<file path="config.mk">
export PLATFORM = sky130hd
export DESIGN_NAME = sac_device_flat
export DESIGN_NICKNAME = d
export VERILOG_FILES = /design/src/include/sac_pkg.sv /design/src/include/sac_if.sv /design/src/verilog/sac_device.sv /design/src/flat_wrapper.sv
export VERILOG_INCLUDE_DIRS = /design/src /design/src/include
export SDC_FILE = /design/constraint.sdc
export NUM_CORES = 1
export LEC_CHECK = 0
export BUFFER_PORTS_ARGS = -buffer_cell sky130_fd_sc_hd__buf_2
export CAP_MARGIN = 20
export CORE_MARGIN = 2
export CORE_UTILIZATION = 60
export CTS_BUF_LIST = sky130_fd_sc_hd__clkbuf_8 sky130_fd_sc_hd__clkbuf_16
export DETAILED_ROUTE_END_ITERATION = 8
export PLACE_DENSITY_LB_ADDON = 0.08
export REMOVE_ABC_BUFFERS = 1
export SLEW_MARGIN = 20
export SYNTH_ARGS = -nofsm -noshare
export SYNTH_HDL_FRONTEND = slang
export SYNTH_SLANG_ARGS = --single-unit
</file>
<file path="constraint.sdc">
create_clock -name CLOCK_IN -period 5.65 [get_ports CLOCK_IN]
set_input_delay 1.13 -clock CLOCK_IN [delete_from_list [all_inputs] [get_ports CLOCK_IN]]
set_output_delay 1.13 -clock CLOCK_IN [all_outputs]
set_load 0.03 [all_outputs]
</file>
<file path="src/include/sac_consts.svh">
// Timing counts and field widths shared by both ends of the converter link.
// Assumes a 125 MHz system clock on both ends.
`ifndef SAC_CONSTS_SVH
`define SAC_CONSTS_SVH
`define SAC_CLK_PERIOD_PS   8000
`define SAC_PWRUP_TIME_NS   1000
`define SAC_PWRUP_CYCLES    ((`SAC_PWRUP_TIME_NS * 1000 + `SAC_CLK_PERIOD_PS - 1) / `SAC_CLK_PERIOD_PS)
`define SAC_CONV_TIME_NS    2300
`define SAC_CONV_CYCLES     ((`SAC_CONV_TIME_NS * 1000 + `SAC_CLK_PERIOD_PS - 1) / `SAC_CLK_PERIOD_PS)
`define SAC_READ_GAP_NS     100
`define SAC_READ_GAP_CYCLES ((`SAC_READ_GAP_NS * 1000 + `SAC_CLK_PERIOD_PS - 1) / `SAC_CLK_PERIOD_PS)
`define SAC_READ_WAIT_CYCLES 4
`define SAC_RESULT_W        10
`define SAC_BUS_W           8
`define SAC_CODE_STEPS      1024
`define SAC_CNT_W           12
`endif

</file>
<file path="src/include/sac_pkg.sv">
// Types shared by both ends of the converter link.
// Assumes sac_consts.svh is on the include path.
`include "sac_consts.svh"
package sac_pkg;
  typedef logic [`SAC_RESULT_W-1:0] sac_result_t;
  typedef logic [`SAC_BUS_W-1:0]    sac_byte_t;
  typedef logic [`SAC_CNT_W-1:0]    sac_count_t;
  typedef enum logic [1:0] {SAC_POWERED_DOWN, SAC_POWERING_UP, SAC_IDLE, SAC_CONVERTING} sac_state_e;
endpackage

</file>
<file path="src/include/sac_if.sv">
// Parallel converter link: start strobe, busy flag, chip select, read strobe, data bus.
// Assumes the testbench resolves the data bus from the enable.
`timescale 1ns/10ps
interface sac_if;
  logic             conversion_start_n;
  logic             busy;
  logic             chip_select_n;
  logic             read_strobe_n;
  logic [7:0]       data_out;
  logic             data_oe;
  modport device (input conversion_start_n, chip_select_n, read_strobe_n,
                  output busy, data_out, data_oe);
  modport host   (output conversion_start_n, chip_select_n, read_strobe_n,
                  input busy, data_out, data_oe);
endinterface

</file>
<file path="src/verilog/sac_device.sv">
// Converter end: power-up pulse, gated start, busy timing, mode choice and byte reads.
// Assumes link inputs are synchronous to CLOCK_IN and the analog code arrives on SAMPLE_CODE_IN.
// How it works
// [RULE1] Result is straight binary, step reference over 1024.
// [RULE2] Starts powered down after reset.
// [RULE3] Start rising edge fires a 1 us pulse.
// [RULE4] Gated start is start OR pulse.
// [RULE5] Later falling edge of both starts conversion.
// [RULE6] Busy stays high throughout conversion.
// [RULE7] End: track, busy low, latch result.
// [RULE8] Start high at end: stay powered.
// [RULE9] Start low before end: power down.
// [RULE10] Reads still work while powered down.
// [RULE11] Host spaces starts by conversion plus read.
// [RULE12] Drive bus only with select and read low.
// [RULE13] First read upper byte, second low bits.
// [RULE14] Further reads keep alternating.
// [RULE15] Busy rising resets read order.
// [RULE16] Host never reads while busy.
// [RULE17] Host ends reads 100 ns before start.
// [RULE18] Host holds start low at power-up.
// [RULE19] Host keeps start pulse short for power.
// [RULE20] Host uses fast mode above 100 kSPS.
// [RULE21] Busy lasts a fixed counted duration.
// [RULE22] Bus released when select or read high.
// [RULE23] Acquisition runs from conversion end to start.
`timescale 1ns/10ps
`include "sac_consts.svh"
module sac_device
  import sac_pkg::*;
#(
  parameter int CONV_CYCLES = `SAC_CONV_CYCLES
) (
  // Clock and reset.
  input  wire logic        CLOCK_IN,
  input  wire logic        RST_IN,
  // Analog side, already digitised.
  input  wire sac_result_t SAMPLE_CODE_IN,
  // Link.
  sac_if.device            LINK,
  // Status.
  output logic             POWERED_OUT,
  output logic             TRACKING_OUT,
  output logic             FAST_MODE_OUT
);
  localparam sac_count_t PWRUP_CYCLES = sac_count_t'(`SAC_PWRUP_CYCLES);
  localparam sac_count_t CONV_LEN     = sac_count_t'(CONV_CYCLES);

  sac_state_e  state;
  sac_count_t  pulse_cnt;
  sac_count_t  conv_cnt;
  logic        start_q;
  logic        pulse;
  logic        gated_q;
  logic        read_q;
  logic        low_half;
  sac_result_t result;
  logic        busy;
  logic        gated;
  logic        start_rise;
  logic        gated_fall;
  logic        read_end;
  logic        conv_done;
  logic        conv_start;
  logic        read_sel;

  // Select decode is shared by the edge detector, the read order and the bus enable.
  function automatic logic sac_read_sel(input logic cs_n, input logic rd_n);
    return ~cs_n & ~rd_n;
  endfunction

  assign gated      = LINK.conversion_start_n | pulse; // [RULE4]
  assign start_rise = LINK.conversion_start_n & ~start_q;
  assign gated_fall = gated_q & ~gated; // [RULE5]
  assign read_sel   = sac_read_sel(LINK.chip_select_n, LINK.read_strobe_n);
  assign read_end   = read_q & ~read_sel;
  // A pulse that ends while powered down must not look like a conversion start.
  assign conv_start = gated_fall && (state == SAC_POWERING_UP || state == SAC_IDLE); // [RULE5]
  assign conv_done  = (state == SAC_CONVERTING) && (conv_cnt == CONV_LEN - 12'h001); // [RULE21]

  always_ff @(posedge CLOCK_IN) begin
    if (RST_IN) begin
      start_q <= 1'b0;
      gated_q <= 1'b0;
      read_q  <= 1'b0;
    end else begin
      start_q <= LINK.conversion_start_n;
      gated_q <= gated;
      read_q  <= read_sel;
    end
  end

  // The pulse retriggers on every rising start edge, so a fast host never loses power-up time.
  always_ff @(posedge CLOCK_IN) begin
    if (RST_IN) begin
      pulse     <= 1'b0;
      pulse_cnt <= '0;
    end else if (start_rise) begin
      pulse     <= 1'b1; // [RULE3]
      pulse_cnt <= PWRUP_CYCLES - 12'h001;
    end else if (pulse_cnt != '0) begin
      pulse_cnt <= pulse_cnt - 12'h001;
    end else begin
      pulse     <= 1'b0;
    end
  end

  always_ff @(posedge CLOCK_IN) begin
    if (RST_IN) begin
      state <= SAC_POWERED_DOWN; // [RULE2]
    end else begin
      case (state)
        SAC_POWERED_DOWN: begin
          if (start_rise) begin
            state <= SAC_POWERING_UP; // [RULE3]
          end
        end
        SAC_POWERING_UP, SAC_IDLE: begin
          if (gated_fall) begin
            state <= SAC_CONVERTING; // [RULE5]
          end
        end
        SAC_CONVERTING: begin
          if (conv_done) begin
            state <= LINK.conversion_start_n ? SAC_IDLE : SAC_POWERED_DOWN; // [RULE8] [RULE9]
          end
        end
        default: begin
          state <= SAC_POWERED_DOWN;
        end
      endcase
    end
  end

  always_ff @(posedge CLOCK_IN) begin
    if (RST_IN) begin
      conv_cnt <= '0;
    end else if (state == SAC_CONVERTING) begin
      conv_cnt <= conv_cnt + 12'h001; // [RULE21]
    end else begin
      conv_cnt <= '0;
    end
  end

  always_ff @(posedge CLOCK_IN) begin
    if (RST_IN) begin
      busy <= 1'b0;
    end else begin
      busy <= (state == SAC_CONVERTING) ? ~conv_done : conv_start; // [RULE6] [RULE7]
    end
  end

  // Tracking drops with the start so the sample is held through the whole conversion.
  always_ff @(posedge CLOCK_IN) begin
    if (RST_IN) begin
      TRACKING_OUT <= 1'b1;
    end else begin
      TRACKING_OUT <= (state == SAC_CONVERTING) ? conv_done : ~conv_start; // [RULE23]
    end
  end

  always_ff @(posedge CLOCK_IN) begin
    if (RST_IN) begin
      FAST_MODE_OUT <= 1'b0;
    end else if (conv_done) begin
      FAST_MODE_OUT <= LINK.conversion_start_n; // [RULE8]
    end
  end

  // A start rise lights the flag at once; the pulse then covers the power-up time.
  always_ff @(posedge CLOCK_IN) begin
    if (RST_IN) begin
      POWERED_OUT <= 1'b0;
    end else begin
      POWERED_OUT <= (state == SAC_CONVERTING) ? (~conv_done | LINK.conversion_start_n)
                                               : ((state != SAC_POWERED_DOWN) | start_rise);
    end
  end

  // Code is taken as straight binary; the analog front end supplies it already scaled.
  always_ff @(posedge CLOCK_IN) begin
    if (RST_IN) begin
      result <= '0;
    end else if (conv_done) begin
      result <= SAMPLE_CODE_IN; // [RULE1] [RULE7]
    end
  end

  // Read order advances at the end of each strobe and restarts when a conversion begins.
  always_ff @(posedge CLOCK_IN) begin
    if (RST_IN) begin
      low_half <= 1'b0;
    end else if (conv_start) begin
      low_half <= 1'b0; // [RULE15]
    end else if (read_end) begin
      low_half <= ~low_half; // [RULE14]
    end
  end

  // Powered-down state does not gate the port, so reads keep working.
  always_ff @(posedge CLOCK_IN) begin
    if (RST_IN) begin
      LINK.data_oe  <= 1'b0;
      LINK.data_out <= 8'h00;
    end else begin
      LINK.data_oe  <= read_sel; // [RULE12] [RULE22] [RULE10]
      LINK.data_out <= low_half ? {result[1:0], 6'h00} : result[9:2]; // [RULE13]
    end
  end

  assign LINK.busy = busy;
endmodule

</file>
<file path="src/flat_wrapper.sv">
// flat-port wrapper written by rule: the top's interface ports become plain ports
module sac_device_flat import sac_pkg::*;
#(
  parameter int CONV_CYCLES = `SAC_CONV_CYCLES
)
  (CLOCK_IN, RST_IN, SAMPLE_CODE_IN, POWERED_OUT, TRACKING_OUT, FAST_MODE_OUT, LINK_conversion_start_n, LINK_chip_select_n, LINK_read_strobe_n, LINK_busy, LINK_data_out, LINK_data_oe);
  sac_if LINK_i ();
  input  wire logic CLOCK_IN;
  input  wire logic RST_IN;
  input  wire sac_result_t SAMPLE_CODE_IN;
  output logic POWERED_OUT;
  output logic TRACKING_OUT;
  output logic FAST_MODE_OUT;
  input wire logic [$bits(LINK_i.conversion_start_n)-1:0] LINK_conversion_start_n;
  input wire logic [$bits(LINK_i.chip_select_n)-1:0] LINK_chip_select_n;
  input wire logic [$bits(LINK_i.read_strobe_n)-1:0] LINK_read_strobe_n;
  output wire logic [$bits(LINK_i.busy)-1:0] LINK_busy;
  output wire logic [$bits(LINK_i.data_out)-1:0] LINK_data_out;
  output wire logic [$bits(LINK_i.data_oe)-1:0] LINK_data_oe;
  assign LINK_i.conversion_start_n = LINK_conversion_start_n;
  assign LINK_i.chip_select_n = LINK_chip_select_n;
  assign LINK_i.read_strobe_n = LINK_read_strobe_n;
  assign LINK_busy = LINK_i.busy;
  assign LINK_data_out = LINK_i.data_out;
  assign LINK_data_oe = LINK_i.data_oe;
  sac_device #(.CONV_CYCLES(CONV_CYCLES)) u_core (.CLOCK_IN(CLOCK_IN), .RST_IN(RST_IN), .SAMPLE_CODE_IN(SAMPLE_CODE_IN), .LINK(LINK_i), .POWERED_OUT(POWERED_OUT), .TRACKING_OUT(TRACKING_OUT), .FAST_MODE_OUT(FAST_MODE_OUT));
endmodule
</file>
After elaboration in Yosys (flattened, before gate mapping)
Cells that the tools add are included.
{"block": "totals", "elab_cells": 68, "ramBits": 0, "mem_count": 0, "romBits": 0, "register_bits": 53, "in_bits": 15, "out_inout_bits": 13, "latchBits": 0}
{"block": "classes", "reduce_logical": 13, "add_sub_neg": 2, "n_eq_ne": 8, "mul": 0, "bitwise": 16, "div_mod_pow": 0, "shifts": 0, "n_mux": 13, "magnitude_cmp": 0}
{"op": "$mux W7", "n": 2}
{"op": "$add A12 B1 Y12 const B", "n": 1}
{"op": "$eq A12 B9 Y1 const B", "n": 1}
{"op": "$reduce_bool A12 Y1", "n": 1}
{"op": "$sub A12 B1 Y12 const B", "n": 1}
{"op": "$reduce_or A2 Y1", "n": 5}
{"op": "$not A1 Y1", "n": 9}
{"op": "$mux W2", "n": 4}
{"op": "$mux W8", "n": 1}
{"op": "$ne A2 B1 Y1 const B", "n": 4}
{"op": "$pmux W2 S3", "n": 1}
{"op": "$mux W1", "n": 5}
{"op": "$and A1 B1 Y1", "n": 4}
{"op": "$eq A2 B2 Y1 const B", "n": 2}
{"op": "$reduce_bool A2 Y1", "n": 2}
{"op": "$or A1 B1 Y1", "n": 3}
{"op": "$reduce_and A3 Y1", "n": 1}
{"op": "$eq A2 B1 Y1 const B", "n": 1}
{"op": "$logic_and A1 B1 Y1", "n": 2}
{"op": "$logic_not A2 Y1", "n": 1}
{"op": "$logic_or A1 B1 Y1", "n": 1}

Depth between registers and ports, before layout
Gate-level depths: netlist of run 1.
{"block": "depth", "word_depth": 6, "ltp_mapped": 7, "mapped_depth_nobuf": 7}

Least setup slack after synthesis of run 1
No wires, ideal clock.
{"block": "synth_timing", "path_type": "in2reg", "start": "input port LINK_conversion_start_n", "end": "register u_core.state[1]", "setup_slack_ns": 3.525, "arrival_ns": 2.004, "stages": 6, "setup_ns": 0.121, "t_required_ns": 5.529, "n_path_buf": 1, "path_cell_list": "nand2b_1 -> clkbuf_1 -> a21oi_1 -> a31oi_1 -> a21oi_1 -> mux2_2"}
{"block": "synth_between", "elab_chain_len": 5, "elab_cells_between_ends": 10, "cone_classes": "eq/ne: 2; mux: 3; bitwise: 4; reduce/logical: 1"}
{"item": "start: declaration", "line": "flat_wrapper.sv:14", "rtl": "input wire logic [$bits(LINK_i.conversion_start_n)-1:0] LINK_conversion_start_n;"}
{"item": "$or A1 B1 Y1", "line": "sac_device.sv:72", "rtl": "assign gated = LINK.conversion_start_n | pulse;"}
{"item": "$not A1 Y1", "line": "sac_device.sv:74", "rtl": "assign gated_fall = gated_q & ~gated;"}
{"item": "$and A1 B1 Y1", "line": "sac_device.sv:74"}
{"item": "$ne A2 B1 Y1 (no line)"}
{"item": "$reduce_and A3 Y1 (no line)"}
{"item": "end signal: assignment", "line": "sac_device.sv:125", "rtl": "state <= LINK.conversion_start_n ? SAC_IDLE : SAC_POWERED_DOWN;"}
{"item": "end: declaration", "line": "sac_device.sv:49", "rtl": "sac_state_e state;"}
Several ways; a longest one is shown, not always the timed one. The select of a mux whose other input is x is not followed.
A chain may end at the register's enable or synchronous reset.

Final worst setup path of run 1
{"block": "layout_timing", "start": "register u_core.pulse_cnt[0]", "end": "register u_core.pulse_cnt[7]"}
{"block": "layout_between", "elab_chain_len": 1, "elab_cells_between_ends": 2, "cone_classes": "add/sub: 1; reduce/logical: 1"}
{"item": "start: declaration", "line": "sac_device.sv:50", "rtl": "sac_count_t pulse_cnt;"}
{"item": "start signal: assignment", "line": "sac_device.sv:100", "rtl": "pulse_cnt <= PWRUP_CYCLES - 12'h001;"}
{"item": "start signal: assignment", "line": "sac_device.sv:102", "rtl": "pulse_cnt <= pulse_cnt - 12'h001;"}
{"item": "$sub A12 B1 Y12 / $reduce_bool A12 Y1 (equally long branches)", "line": "sac_device.sv:102, sac_device.sv:101"}
Several ways; a longest one is shown, not always the timed one.

==> impl_metrics.py, run 1 <==
metrics = {
    "clocking": {
        "clockRootBuffer": "clkbuf_8",
        "post_cts_resized": 0,
        "cts_setup_buffers": 0,
        "cts_buffers": 5,
        "htree_levels": 2,
        "tritoncts": "done",
        "postCtsHoldBufs": 0,
        "cts_sinks": 53,
        "clk_pin_slew_ns": 0.10,
        "clockBufferDepth": 2,
        "clk_latency_ns": 0.31,
    },
    "timing": {
        "finalCritPeriodShare_pct": 41.2,
        "fin_tns_setup_ns": 0,
        "rsz0062_at_grt": "no",
        "relSlewSlack_pct": 44.0,
        "final-setup-viol-count": 0,
        "tightestPinTransition_ns": 0.828,
        "fin_ws_ns": 3.32,
        "fmax_ghz": 0.429,
        "hold_violations": 0,
        "drv_slew": 0,
        "fin_crit_ns": 2.33,
        "fin_worst_skew_ns": 0.00886,
    },
    "layout": {
        "fill_cells": 256,
        "layoutNonFillerInstCount": 298,
        "antenna_cells": 0,
        "final_util_pct": 70.1,
        "area_growth_pct": 12.4,
        "layout.nets": 270,
        "drive_gt1_share_pct": 15.5,
    },
    "placement": {
        "post-place-ws_ns": 3.30,
        "io_buffers": 27,
        "post-place-cells": 290,
        "gp_congestion": 0.909,
        "dp_hpwl_um": 2480,
    },
    "synthesis": {
        "synth_cells": 223,
        "synth_xor_area_share_pct": 6.36,
        "ys_async_sr_fraction_pct": 0,
        "yosys.cell_count.top_type": "dfxtp_1",
        "synthTopCellsByCount": "dfxtp_1 (53), nor2_1 (40), mux2i_1 (13), nand2_1 (13), a21oi_1 (12)",
        "ys_ff_latch": 53,
        "synth_mux_area_share_pct": 6.84,
        "synth_top_family_by_area": "simple AND/OR/NAND/NOR gates",
        "synth_compound_area_share_pct": 7.03,
        "synth_area_mm2": 0.00207,
        "synthDistinctLibCells": 33,
        "netlist.top_cell.by_area": "dfxtp_1",
        "ys_warn_count": 0,
        "synth_adder_area_share_pct": 2.42,
        "synth_edf_count": 0,
        "synth_top_area_share_pct": 51.4,
        "dominantRegCellSynth": "dfxtp_1",
        "postSynthAreaPerCell_um2": 9.26,
        "yosys-top-cells-area": "dfxtp_1 (51%), nor2_1 (7.3%), mux2i_1 (6.3%)",
        "yosysSeqAreaShare_pct": 51.4,
        "synth-simple-area-share_pct": 22.7,
    },
    "floorplanning": {
        "initial_core_util_pct": 62.4,
        "die_x_um": 62.7,
        "rows": 21,
        "dieArea_mm2": 0.00393,
        "io_pins": 28,
        "fp.dieH_um": 62.7,
        "core_mm2": 0.00331,
    },
    "global_route": {
        "grt_pass1_wl_um": 6230,
        "gr-usage-all-layers_pct": 20.1,
        "grt_max_degree": 32,
        "antenna_found_initial": 0,
        "grt-ovfl-total": 0,
        "grt_pass1_vias": 1479,
    },
    "route": {
        "drtPass1Iterations": 4,
        "wl_met1_um": 1700,
        "drc": 0,
        "wl_um": 3540,
        "drt_iter0_drc": 69,
        "via_per_inst": 5.11,
        "final_antenna_net_count": 0,
        "met3_length_um": 118,
        "wl_met2_um": 1680,
        "wl_per_cell_um": 11.9,
        "num_vias": 1524,
        "top_layer": "met4",
    },
    "critical_path": {
        "worstPathRequired_ns": 5.85,
        "crit_fanout": 8,
        "crit_arrival_ns": 2.53,
        "path_class": "register to register",
        "cp-start-kind": "register",
        "cp-end-kind": "register",
    },
    "power": {
        "powerDensity_mw_per_mm2": 310,
        "power.leakage_nw": 0.996,
        "ir_drop_mv": 0.135,
    },
    "hold_path": {
        "hold_path.class": "register to register",
    },
    "outcome": {
        "outcome": "finished clean",
    },
    "flow_run": {
        "drv_cap": 0,
    },
}
==> registers in the layout, summed over array words and instances (netlist names) <==
register / flops
u_core.FAST_MODE_OUT: 1
u_core.LINK.busy: 1
u_core.LINK.data_oe: 1
u_core.LINK.data_out: 8
u_core.POWERED_OUT: 1
u_core.TRACKING_OUT: 1
u_core.conv_cnt: 12
u_core.gated_q: 1
u_core.low_half: 1
u_core.pulse: 1
u_core.pulse_cnt: 12
u_core.result: 10
u_core.start_q: 1
u_core.state: 2
==> area by class of cell <==
| class | count | area, um2 | area share (%) |
|---|---|---|---|
| Clock inverter | 3 | 25.0 | 1.08 |
| Tap cell | 46 | 57.6 | 2.48 |
| Inverter | 10 | 37.5 | 1.62 |
| Timing Repair Buffer | 27 | 135 | 5.82 |
| Multi-Input combinational cell | 154 | 937 | 40.4 |
| Sequential cell | 53 | 1060 | 45.7 |
| Clock buffer | 5 | 68.8 | 2.96 |
==> kinds of logic after synthesis <==
group,count (synthesis)
XOR/XNOR,15
AO/OA/AOI/OAI,25
flip-flops,53
buffers and inverters,16
AND/OR/NAND/NOR,96
adder cells (fa/ha/maj),4
multiplexers,14
==> through the flow <==
step           hold slack, ns  total power, W  area, um2
6_report                0.462        0.000719       2320
5_1_grt                 0.489        0.000754       2320
4_1_cts                 0.470        0.000726       2320
3_5_place_dp            0.446        0.000509       2230
3_3_place_gp            0.435        0.000507       2230
2_1_floorplan           0.430        0.000483       2040
==> metal layers <==
layer / up-vias / global-route usage [%]
met5: - / 0
met4: 0 / 8.33
met3: 4 / 5.59
met2: 22 / 34.4
met1: 694 / 23.6
li1: 804 / -
==> report_power, final <==
part | total, W | switching (W) | internal (W)
combinational | 0.0000956 | 0.0000548 | 0.0000408
sequential | 0.000405 | 0.0000154 | 0.000390
clock | 0.000218 | 0.000128 | 0.0000896
==> critical path, stage by stage, from the launching register on <==
cell,delay [ns]
dfxtp_1,0.35
inv_1,0.06
ha_1,0.19
nor4b_1,0.69
nand4b_1,0.49
nand3_1,0.23
xor2_1,0.15
nor2_1,0.05
==> cell usage in the layout, fill, tap and decap left out, types with 4 or more instances in the layout <==
master	Yosys	final
dfxtp_1	53	53
xnor2_1	7	7
a31oi_1	4	4
and2_1	6	6
nand2_1	13	13
o21ai_0	4	4
nand2b_1	5	5
nand3_1	6	6
inv_1	10	10
buf_2	0	27
nor3_1	9	9
xor2_1	8	8
mux2i_1	13	13
nor2_1	40	40
ha_1	4	4
a21oi_1	12	12
clkbuf_8	0	5
==> path summary, 6_finish.rpt <==
path	start	to	slack (ns)	depth (start not counted)
max	u_core.pulse_cnt[0]$_SDFFE_PP0P_	u_core.pulse_cnt[7]$_SDFFE_PP0P_	3.32	7
max reg2reg	u_core.pulse_cnt[0]$_SDFFE_PP0P_	u_core.pulse_cnt[7]$_SDFFE_PP0P_	3.32	7
min	u_core.result[5]$_SDFFE_PP0P_	u_core.LINK.data_out[3]$_SDFF_PP0_	0.46	1
min reg2reg	u_core.result[5]$_SDFFE_PP0P_	u_core.LINK.data_out[3]$_SDFF_PP0_	0.46	1
(Power assumes the default switching activity.)
==> run 2, diff against run 1 <==
- CORE_UTILIZATION: 60 -> 50
- clock period: 5.65 -> 1.9 ns (I/O delays scaled with it)
==> run 2 against run 1 <==
Effect of this change: the flow now finishes with violations (setup timing); sequential share of layout area shrank 2.8 points; first-iteration DRC count increased by 48%; count of clock-buffer cells in the layout stayed put; critical path depth decreased by 3; combinational power grew to 3.6 times the previous value; cell count grew 7.4%; clock power rose to 2.8 times the previous value; register-to-register slack worse by 3.4 ns; worst hold slack worse by 0.22 ns.
==> impl_metrics.py, run 2 (same netlist as run 1, synthesis figures left out) <==
metrics = {
    "layout": {
        "final_util_pct": 61.9,
        "regArea_mm2": 0.00106,
        "final_common_cell": "dfxtp_1",
        "fill_cells": 375,
        "multi_input_area_um2": 965,
        "drive_gt1_share_pct": 22.2,
        "area_growth_pct": 19.8,
        "reg_top3": "u_core.conv_cnt: 12 flops, u_core.pulse_cnt: 12 flops, u_core.result: 10 flops",
        "layout.nets": 288,
        "layout_common_cells": "dfxtp_1 (53), nor2_1 (40), buf_2 (27)",
        "antenna_cells": 0,
    },
    "timing": {
        "hold_slack_ns": 0.241,
        "fin_crit_ns": 2.00,
        "fin_ws_ns": -0.0961,
        "relSlewSlack_pct": 69.2,
        "tightestPinTransition_ns": 0.463,
        "drv_slew": 0,
        "fmax_ghz": 0.501,
        "hold_violations": 0,
        "final-setup-viol-count": 12,
        "fin_worst_skew_ns": 0.00701,
        "rsz0062_at_grt": "yes",
        "finalCritPeriodShare_pct": 105,
        "fin_tns_setup_ns": -0.823,
    },
    "hold_path": {
        "min_to": "u_core.LINK.data_oe$_SDFF_PP0_",
        "min_path_cells": 2,
        "hold_path.class": "primary input to register",
        "min_from": "LINK_chip_select_n",
    },
    "critical_path": {
        "worstPathRequired_ns": 2.09,
        "worst-r2r-setup-slack_ns": -0.1,
        "critPathMaxStageDelay_ns": 0.52,
        "path_depth": 4,
        "path_class": "register to register",
        "cp-end-kind": "register",
        "crit_path_cell_trace": "or4_1 > or4_4 > a21oi_1 > mux2_2",
        "crit_family": "simple AND/OR/NAND/NOR gates",
        "cp-start-kind": "register",
        "crit_fanout": 4,
        "crit_slowest_cell": "or4_4",
        "path_buf_inv": 0,
        "crit_arrival_ns": 2.19,
        "reg2reg_depth": 4,
        "reg2reg_from": "u_core.conv_cnt[9]$_SDFF_PP0_",
        "r2r-end": "u_core.state[1]$_SDFFE_PP0P_",
    },
    "clocking": {
        "clk_pin_slew_ns": 0.09,
        "cts_sinks": 53,
        "clk_latency_ns": 0.30,
        "postCtsHoldBufs": 0,
        "cts_buffers": 5,
        "htree_levels": 2,
        "clockRootBuffer": "clkbuf_8",
        "cts_setup_buffers": 0,
        "tritoncts": "done",
        "clockBufferDepth": 2,
    },
    "global_route": {
        "grt_pass1_vias": 1408,
        "gr-usage-all-layers_pct": 18.2,
        "grt-ovfl-total": 0,
        "grt_max_degree": 17,
        "antenna_found_initial": 0,
        "grt_pass1_wl_um": 6270,
    },
    "route": {
        "drtPass1Iterations": 4,
        "num_vias": 1606,
        "met3_length_um": 182,
        "wl_per_cell_um": 11.5,
        "via_per_inst": 5.02,
        "wl_met2_um": 1560,
        "drc": 0,
        "drt_iter0_drc": 102,
        "final_antenna_net_count": 0,
        "wl_um": 3680,
        "top_layer": "met4",
        "wl_met1_um": 1890,
    },
    "floorplanning": {
        "fp.dieH_um": 68.3,
        "rows": 23,
        "dieArea_mm2": 0.00466,
        "io_pins": 28,
        "core_mm2": 0.00400,
        "initial_core_util_pct": 51.6,
        "die_x_um": 68.3,
    },
    "placement": {
        "gp_congestion": 0.807,
        "dp_hpwl_um": 2670,
        "io_buffers": 27,
    },
    "outcome": {
        "outcome": "complete, but fails checks",
        "violations": "setup timing",
    },
    "power": {
        "power.leakage_nw": 1.09,
        "ir_drop_mv": 0.441,
        "powerDensity_mw_per_mm2": 869,
    },
    "flow_run": {
        "drv_cap": 0,
    },
}
[run 2: worst max path at each step]
stage,start,endpoint
after floorplan,u_core.pulse_cnt[0]$_SDFFE_PP0P_,u_core.pulse_cnt[7]$_SDFFE_PP0P_
after global placement,u_core.conv_cnt[9]$_SDFF_PP0_,u_core.result[1]$_SDFFE_PP0P_
after detailed placement,u_core.conv_cnt[9]$_SDFF_PP0_,u_core.result[1]$_SDFFE_PP0P_
after CTS,u_core.conv_cnt[9]$_SDFF_PP0_,u_core.state[1]$_SDFFE_PP0P_
after global routing,u_core.conv_cnt[9]$_SDFF_PP0_,u_core.result[9]$_SDFFE_PP0P_
final,u_core.conv_cnt[9]$_SDFF_PP0_,u_core.state[1]$_SDFFE_PP0P_
[run 2: cell type report]
cell class / instances / area share [%]
sequential: 53 / 42.9
multi-input combinational: 155 / 39.0
timing repair buffer: 44 / 10.6
tap: 50 / 2.53
inverter: 10 / 1.52
clock inverter: 3 / 0.708
clock buffer: 5 / 2.78
[run 2: report_power, final]
part	internal, W	total [W]	switching, W
Combinational	0.000162	0.000346	0.000185
Sequential	0.00116	0.00120	0.0000405
Clock	0.000255	0.000604	0.000349
Total	0.00158	0.00215	0.000575
[run 2: timing repair]
action                                 CTS  global route
gates cloned                             1             0
endpoints found under the hold margin    0             0
pin swaps                                0             1
resized for setup                        1             4
setup endpoints to repair               12            20
[run 2: through the flow]
step                worst slack [ns]  cell area (um2)  total power, W  std cells
global placement             -0.0644             2360         0.00155        311
floorplan                    -0.0816             2040         0.00144        217
detailed placement            -0.108             2360         0.00156        311
finish                       -0.0961             2470         0.00215        320
global route                  -0.170             2470         0.00227        320
CTS                           -0.113             2460         0.00216        320
[run 2: layer usage]
layer	up-vias	global-route usage, %
li1	844	-
met1	732	24.2
met2	26	28.0
met3	4	5.26
met4	0	6.75
met5	-	0
